**src/inc/sahi_map.vh**
```
// Constants for the converter control and readout block.
// Assumes a single 40 MHz clock and an AXI4-Lite register port.
// What this block does
// - Stand-alone mode starts a conversion on a falling read/convert line.
// - Stand-alone outputs drive only while read/convert is high and status is low.
// - A low pulse floats outputs at once; they return after the conversion ends.
// - A high pulse shows the old result; its falling edge starts a new one.
// - Byte select is captured at start; high means eight bits, low twelve.
// - After an eight-bit conversion the four lowest result bits read zero.
// - Byte select is latched and the mode input is sampled at start; other controls act combinationally.
// - Conversion starts when the last of enable, select, read/convert qualifies.
// - Status is high only while a conversion runs.
// - Data outputs float throughout a conversion.
// - Start inputs are ignored during a conversion.
// - A later start transition latches the new byte select value.
// - Full control drives outputs when read high, status low, enabled, selected.
// - Width select high drives all twelve bits and ignores byte select.
// - Width low, byte low drives result bits 11 to 4 on outputs 7 to 0.
// - Width low, byte high drives bits 3 to 0 high and zeros below.
// - Byte select may toggle freely; the two bytes never drive together.
// - Control mode holds and converts at once on the command.
// - Emulation mode waits an acquisition delay of 1.6 us before converting.
// - Sampling resumes tracking as soon as a conversion completes.
// - Status falls on the same edge that latches the result into the data register.
// - The mode input low selects emulation, high selects control mode.
`ifndef SAHI_MAP_VH
`define SAHI_MAP_VH
`define SAHI_CLK_MHZ        40
`define SAHI_APERTURE_NS    1600
`define SAHI_APERTURE_CYC   ((`SAHI_APERTURE_NS * `SAHI_CLK_MHZ) / 1000)
`define SAHI_BIT_CYC        20
`define SAHI_REG_CTRL       12'h000
`define SAHI_REG_STAT       12'h004
`define SAHI_REG_RESULT     12'h008
`define SAHI_REG_SAMPLE     12'h00c
`define SAHI_CTRL_FULL_BIT  0
`define SAHI_CTRL_RESET     32'h00000001
`endif

```
**src/logic/sahi_core.v**
```verilog
// Converter control, readout and a small AXI4-Lite register port.
// Assumes all pin inputs are synchronous to aclk; the bench resolves the tristate bus.
`timescale 1ns/1ps
`include "sahi_map.vh"
module sahi_core #(
  parameter integer BIT_CYC      = `SAHI_BIT_CYC,
  parameter integer APERTURE_CYC = `SAHI_APERTURE_CYC
) (
  // Clock and reset
  input  wire        aclk,
  input  wire        aresetn,
  // Converter control pins
  input  wire        chip_enable,
  input  wire        chip_select_n,
  input  wire        read_convert_n,
  input  wire        byte_select,
  input  wire        width_select,
  input  wire        mode_select_input,
  // Comparator decision from the analog side
  input  wire        comparator_in,
  // Converter outputs
  output reg         status,
  output reg         sample_hold,
  output reg  [11:0] result_out_bits,
  output reg  [11:0] result_out_oe,
  // AXI4-Lite slave
  input  wire [11:0] s_axi_awaddr,
  input  wire        s_axi_awvalid,
  output wire        s_axi_awready,
  input  wire [31:0] s_axi_wdata,
  input  wire [3:0]  s_axi_wstrb,
  input  wire        s_axi_wvalid,
  output wire        s_axi_wready,
  output reg  [1:0]  s_axi_bresp,
  output reg         s_axi_bvalid,
  input  wire        s_axi_bready,
  input  wire [11:0] s_axi_araddr,
  input  wire        s_axi_arvalid,
  output wire        s_axi_arready,
  output reg  [31:0] s_axi_rdata,
  output reg  [1:0]  s_axi_rresp,
  output reg         s_axi_rvalid,
  input  wire        s_axi_rready
);

  localparam [1:0] ST_IDLE = 2'd0;
  localparam [1:0] ST_ACQ  = 2'd1;
  localparam [1:0] ST_CONV = 2'd2;
  localparam [1:0] ST_DONE = 2'd3;

  // Full reset word of the control register; only its mode bit is kept in a flop.
  localparam [31:0] CTRL_RESET = `SAHI_CTRL_RESET;

  reg  [1:0]  state_reg;
  reg  [10:0] cnt_reg;
  reg  [3:0]  bit_reg;
  reg  [11:0] sar_reg;
  reg  [11:0] data_reg;
  reg         short_reg;
  reg         short_data_reg;
  reg         qual_reg;
  reg         full_ctrl_reg;
  reg  [15:0] conv_count_reg;
  reg         aw_got_reg;
  reg         w_got_reg;
  reg  [11:0] aw_addr_reg;
  reg  [31:0] w_data_reg;
  reg  [3:0]  w_strb_reg;

  // Start is qualified by all three control inputs; stand-alone mode forces the
  // enable and select terms so that only the read/convert line counts.
  wire ce_eff   = full_ctrl_reg ? chip_enable : 1'b1;
  wire cs_eff   = full_ctrl_reg ? ~chip_select_n : 1'b1;
  wire qual_now = ce_eff & cs_eff & ~read_convert_n;
  wire start    = qual_now & ~qual_reg & (state_reg == ST_IDLE);
  wire busy     = (state_reg != ST_IDLE);

  // Position of the last bit decision depends on the latched length.
  wire [3:0] last_bit = short_reg ? 4'd4 : 4'd0;

  always @(posedge aclk) begin
    if (!aresetn) begin
      state_reg      <= ST_IDLE;
      cnt_reg        <= 11'd0;
      bit_reg        <= 4'd11;
      sar_reg        <= 12'h000;
      data_reg       <= 12'h000;
      short_reg      <= 1'b0;
      short_data_reg <= 1'b0;
      qual_reg       <= 1'b0;
      conv_count_reg <= 16'h0000;
      status         <= 1'b0;
      sample_hold    <= 1'b0;
    end else begin
      qual_reg <= qual_now;
      case (state_reg)
        ST_IDLE: begin
          if (start) begin
            short_reg <= byte_select;
            status    <= 1'b1;
            cnt_reg   <= 11'd0;
            bit_reg   <= 4'd11;
            sar_reg   <= 12'h800;
            if (!mode_select_input) begin
              state_reg <= ST_ACQ;
            end else begin
              sample_hold <= 1'b1;
              state_reg   <= ST_CONV;
            end
          end
        end
        ST_ACQ: begin
          if (cnt_reg == APERTURE_CYC[10:0] - 11'd1) begin
            cnt_reg     <= 11'd0;
            sample_hold <= 1'b1;
            state_reg   <= ST_CONV;
          end else begin
            cnt_reg <= cnt_reg + 11'd1;
          end
        end
        ST_CONV: begin
          if (cnt_reg == BIT_CYC[10:0] - 11'd1) begin
            cnt_reg <= 11'd0;
            // Keep or drop the trial bit, then try the next one down.
            if (!comparator_in) begin
              sar_reg[bit_reg] <= 1'b0;
            end
            if (bit_reg == last_bit) begin
              sample_hold <= 1'b0;
              state_reg   <= ST_DONE;
            end else begin
              sar_reg[bit_reg - 4'd1] <= 1'b1;
              bit_reg <= bit_reg - 4'd1;
            end
          end else begin
            cnt_reg <= cnt_reg + 11'd1;
          end
        end
        ST_DONE: begin
          // Result latched here; status falls on the same edge.
          data_reg       <= short_reg ? {sar_reg[11:4], 4'h0} : sar_reg;
          short_data_reg <= short_reg;
          conv_count_reg <= conv_count_reg + 16'h0001;
          status         <= 1'b0;
          state_reg      <= ST_IDLE;
        end
        default: begin
          state_reg <= ST_IDLE;
        end
      endcase
    end
  end

  // Output enable is decoded combinationally from the live pins and a registered
  // status, then registered with the data so both pins move on the same edge.
  // Because the byte lanes are chosen by a single select, they cannot overlap.
  wire        rd_ok = read_convert_n & ~busy & ~status & ce_eff & cs_eff;
  reg  [11:0] oe_next;
  reg  [11:0] out_next;
  always @* begin
    oe_next  = 12'h000;
    out_next = 12'h000;
    if (rd_ok) begin
      if (width_select || !full_ctrl_reg) begin
        oe_next  = 12'hfff;
        out_next = data_reg;
      end else if (!byte_select) begin
        oe_next  = 12'h0ff;
        out_next = {4'h0, data_reg[11:4]};
      end else begin
        oe_next  = 12'h0ff;
        out_next = {4'h0, data_reg[3:0], 4'h0};
      end
    end
  end

  always @(posedge aclk) begin
    if (!aresetn) begin
      result_out_oe   <= 12'h000;
      result_out_bits <= 12'h000;
    end else begin
      result_out_oe   <= start ? 12'h000 : oe_next;
      result_out_bits <= out_next;
    end
  end

  // Register port: one write and one read at a time, answered one cycle
  // after both address and data are held.
  assign s_axi_awready = ~aw_got_reg & ~s_axi_bvalid;
  assign s_axi_wready  = ~w_got_reg & ~s_axi_bvalid;
  assign s_axi_arready = ~s_axi_rvalid;

  always @(posedge aclk) begin
    if (!aresetn) begin
      aw_got_reg    <= 1'b0;
      w_got_reg     <= 1'b0;
      aw_addr_reg   <= 12'h000;
      w_data_reg    <= 32'h00000000;
      w_strb_reg    <= 4'h0;
      full_ctrl_reg <= CTRL_RESET[`SAHI_CTRL_FULL_BIT];
      s_axi_bvalid  <= 1'b0;
      s_axi_bresp   <= 2'b00;
      s_axi_rvalid  <= 1'b0;
      s_axi_rresp   <= 2'b00;
      s_axi_rdata   <= 32'h00000000;
    end else begin
      if (s_axi_awvalid && s_axi_awready) begin
        aw_got_reg  <= 1'b1;
        aw_addr_reg <= s_axi_awaddr;
      end
      if (s_axi_wvalid && s_axi_wready) begin
        w_got_reg  <= 1'b1;
        w_data_reg <= s_axi_wdata;
        w_strb_reg <= s_axi_wstrb;
      end
      if (aw_got_reg && w_got_reg) begin
        aw_got_reg   <= 1'b0;
        w_got_reg    <= 1'b0;
        s_axi_bvalid <= 1'b1;
        if (aw_addr_reg[11:2] == `SAHI_REG_CTRL >> 2) begin
          s_axi_bresp <= 2'b00;
          if (w_strb_reg[0]) begin
            full_ctrl_reg <= w_data_reg[`SAHI_CTRL_FULL_BIT];
          end
        end else if (aw_addr_reg[11:2] <= `SAHI_REG_SAMPLE >> 2) begin
          s_axi_bresp <= 2'b00;
        end else begin
          s_axi_bresp <= 2'b10;
        end
      end else if (s_axi_bvalid && s_axi_bready) begin
        s_axi_bvalid <= 1'b0;
      end
      if (s_axi_arvalid && s_axi_arready) begin
        s_axi_rvalid <= 1'b1;
        s_axi_rresp  <= 2'b00;
        case (s_axi_araddr[11:2])
          `SAHI_REG_CTRL >> 2:   s_axi_rdata <= {31'd0, full_ctrl_reg};
          `SAHI_REG_STAT >> 2:   s_axi_rdata <= {28'd0, short_data_reg, mode_select_input,
                                                 sample_hold, status};
          `SAHI_REG_RESULT >> 2: s_axi_rdata <= {20'd0, data_reg};
          `SAHI_REG_SAMPLE >> 2: s_axi_rdata <= {16'd0, conv_count_reg};
          default: begin
            s_axi_rdata <= 32'h00000000;
            s_axi_rresp <= 2'b10;
          end
        endcase
      end else if (s_axi_rvalid && s_axi_rready) begin
        s_axi_rvalid <= 1'b0;
      end
    end
  end

endmodule // sahi_core

```
**config.mk**
```make
export PLATFORM = sky130hd
export DESIGN_NAME = sahi_core
export DESIGN_NICKNAME = d
export VERILOG_FILES = /design/src/logic/sahi_core.v
export VERILOG_INCLUDE_DIRS = /design/src /design/src/inc
export SDC_FILE = /design/constraint.sdc
export NUM_CORES = 1
export LEC_CHECK = 0
export BUFFER_PORTS_ARGS = -buffer_cell sky130_fd_sc_hd__buf_2
export CORE_UTILIZATION = 48
export DETAILED_ROUTE_END_ITERATION = 16
export PLACE_DENSITY_LB_ADDON = 0.08
export RECOVER_POWER = 50
export SYNTH_ARGS = -nofsm -noshare
export SYNTH_HDL_FRONTEND = slang
export SYNTH_SLANG_ARGS = --single-unit
```
**constraint.sdc**
```tcl
create_clock -name aclk -period 2.19 [get_ports aclk]
set_input_delay 0.219 -clock aclk [delete_from_list [all_inputs] [get_ports aclk]]
set_output_delay 0.219 -clock aclk [all_outputs]
set_load 0.02 [all_outputs]
```
==> summary.txt <==
Setup path
  – WS Path Type: reg -> reg
  – CP required: 2.47 ns
  – Critical Path AT: 2.38 ns
  – Critical path's slowest cell: or4bb_4
  – Worst-path fanout max: 5
  – Critical Path Source Type: flop
  – Worst Setup End Kind: flop
  – CP Cell Sequence: ha_4, or4bb_4, nor4_4, buf_4, nand4bb_1, or2_1, mux2_4
  – R2R setup slack: 0.09 ns
  – CP max stage delay: 0.48 ns

STA
  – Worst-Margin Slew: 0.574 ns
  – Highest clock rate: 477 MHz
  – Tcrit/Tclk final: 95.8%
  – Clk_skew: 0.0152 ns
  – # setup viols final: 0
  – RSZ-0062 raised after global routing: true
  – Fin. max-slew vios: 0
  – Fin. Hold Viols: 0
  – Crit path time final: 2.10 ns
  – Worst slew margin: 61.6%

GRT
  – Routing usage on met2: 35.5%
  – Global-route wire length before repair: 19.7 mm
  – Largest net degree at the start of global routing: 64
  – Gr busiest metal: met2
  – Met3 usage: 3.77%
  – Vias in the first global route: 4170
  – Initial antenna violation count: 0
  – GRT overflow: 0
  – GR Util All Layers: 21.7%
  – Grt met1 use: 29.1%

Yosys
  – Top cells by area, synth: dfxtp_1 (42%), nor2_1 (5.4%), nand2_1 (5.3%)
  – Synth Area in Adders: 2.61%
  – EDFF count, synth: 0
  – Yosys reg bits: 111
  – Largest family of logic cells by synthesized area: simple AND/OR/NAND/NOR gates
  – Distinct cells, synth: 58
  – Sequential fraction of the synthesis area: 42.1%
  – Post-Synth Simple-Gate Area: 23.9%
  – Synth warnings: 0
  – Mapped cell area: 5280 um2
  – Post-synth top area share: 42.1%
  – Count leader, synth: dfxtp_1
  – Synth cell count leaders: dfxtp_1 (111), nor2_1 (76), nand2_1 (75)
  – Syn avg cell area: 8.37 um2
  – Post-Synthesis Cells: 630
  – Post-synth top area cell: dfxtp_1
  – XOR/XNOR Fraction of Synth Area: 2.32%
  – Compound-Gate Fraction of Synth Area: 15.3%
  – Primary FF master, synth: dfxtp_1
  – Asr flop ratio synth: 0%
  – Multiplexer area fraction after synthesis: 5.98%

Floorplan
  – Die Ht: 107 um
  – Core area: 10500 um2
  – Die Span X: 107 um
  – Initial Util: 50.2%
  – I/O pin count: 141
  – # rows: 37
  – Die area: 11400 um2

Place
  – # port buffers: 84
  – GP Congestion: 0.865
  – Post-DP HPWL: 8.66 mm
  – Placement Cell Area: 5820 um2

Cells and area
  – Layout Area Growth over Synthesis: 15.7%
  – Fin nets: 797
  – Number of diodes: 0
  – FILL cells: 926
  – Layout cells sized above 1: 22.9%
  – Post-route cell area: 6110 um2

Drt
  – Vias per cell: 5.34
  – Initial DRT Pass Iterations: 4
  – ANT nets after route: 0
  – WL final: 12.0 mm
  – Iter 0 DRT Violations: 255
  – Routed WL per cell: 14.0 um
  – # DRC: 0
  – DR vias: 4553

Clocking
  – Worst-Skew Late Latency: 0.38 ns
  – Clk buf depth: 2
  – CTS H-tree depth: 3
  – CTS tree: done
  – Num CTS Buffers: 9
  – # clock sinks: 111
  – Root Driver: clkbuf_8
  – Clk slew on worst S/H paths: 0.11 ns

Outcome
  – Outcome: complete, no violations

Flow run
  – MaxCap Viol Count: 0

Power and ir drop
  – Max VDD drop: 0.372 mV
  – Pwr Total: 4.39 mW
  – Pleak: 2.51 nW
  – P per Cell Area: 719 nW/um2

Hold path
  – Worst Hold Class: in -> reg
==> critical path: cells and delay by family, from the launching register on <==
kind | cells | cell delay (ns)
mux | 1 | 0.26
flops | 1 | 0.37
buf+inv | 1 | 0.18
fa+ha+maj | 1 | 0.13
simple gates | 4 | 1.06
==> repair_timing <==
item / CTS / global route
gates resized for setup: 3 / 13
hold endpoints to repair: 1 / 0
pin swaps: 1 / 5
setup buffers: 1 / 2
hold buffers: 1 / 0
endpoints found under the setup margin: 2 / 19
==> kinds of logic (layout without fill, tap and decap cells) <==
logic type                 count (synthesis)  in the layout
DFF                                      111            111
other                                      1             18
and+or+nand+nor                          258            258
AOI/OAI and AO/OA                        127            127
buffers and inverters                     79            149
muxes                                     29             29
adders and majority gates                 11             11
xor gates and xnor gates                  14             14
==> metrics by stage <==
| stage | util (%) | cells | hold WS, ns | worst slack (ns) | setup TNS [ns] |
|---|---|---|---|---|---|
| after floorplan | - | 647 | 0.291 | 0.0216 | 0 |
| after global placement | 55.4 | 833 | 0.405 | 0.0648 | 0 |
| after detailed placement | 55.4 | 833 | 0.422 | -0.00546 | -0.00546 |
| after CTS | 57.5 | 851 | 0.0420 | 0.00386 | 0 |
| after global routing | 58.1 | 853 | 0.0583 | -0.0169 | -0.0319 |
| final | 58.1 | 853 | 0.0664 | 0.0914 | 0 |
==> worst paths after layout <==
kind	start	end	cells past startpoint
setup / recovery	cnt_reg[1]	bit_reg[0]	7
setup reg to reg	cnt_reg[1]	bit_reg[0]	7
hold / removal	s_axi_awaddr[11]	aw_addr_reg[11]	3
hold reg to reg	s_axi_rdata[8]	s_axi_rdata[8]	2
==> placed cells by master (no fill, tap or decap), types with 4 or more instances in the layout <==
master    synthesis  final
ha_1             11      9
or3_1             5      5
buf_4            28     31
mux2i_1          18     18
a21oi_1          46     46
inv_1            14     14
a211oi_1          8      6
xnor2_1           4      4
nand3b_1          4      4
mux2_2           10      9
a22oi_1           8      8
conb_1            1     18
nand2b_1         12     12
nand3_1          24     24
clkbuf_8          0      9
and3_1            8      8
nor4_1           11     11
nor2b_1           6      6
buf_2             2     84
dfxtp_1         111    108
nand4_1           7      7
nor2_1           76     74
nand2_1          75     75
nor3b_1           6      6
nor3_1            8      8
xor2_1           10     10
a31oi_1           8      8
a22o_1           13     13
o21ai_0          25     25
==> report_power, final <==
part           leakage [nW]  switching (mW)  internal, mW
Clock                0.0944           0.701         0.538
Combinational          1.52           0.592         0.396
Sequential            0.900          0.0733          2.09
==> per-layer routing <==
metal,routed length (um),part of all wire (%)
met1,5910,49
met2,5510,46
met3,385,3.2
met4,154,1.3
met5,0,0
==> area by class of cell <==
type	count	area, um2	area share, %
sequential	111	2230	36.5
tap	136	170	2.79
inverter	16	60.1	0.984
timing repair buffer	117	683	11.2
clock buffer	10	128	2.09
multi-input combinational	457	2770	45.3
clock inverter	6	70.1	1.15
(Power assumes the default switching activity.)
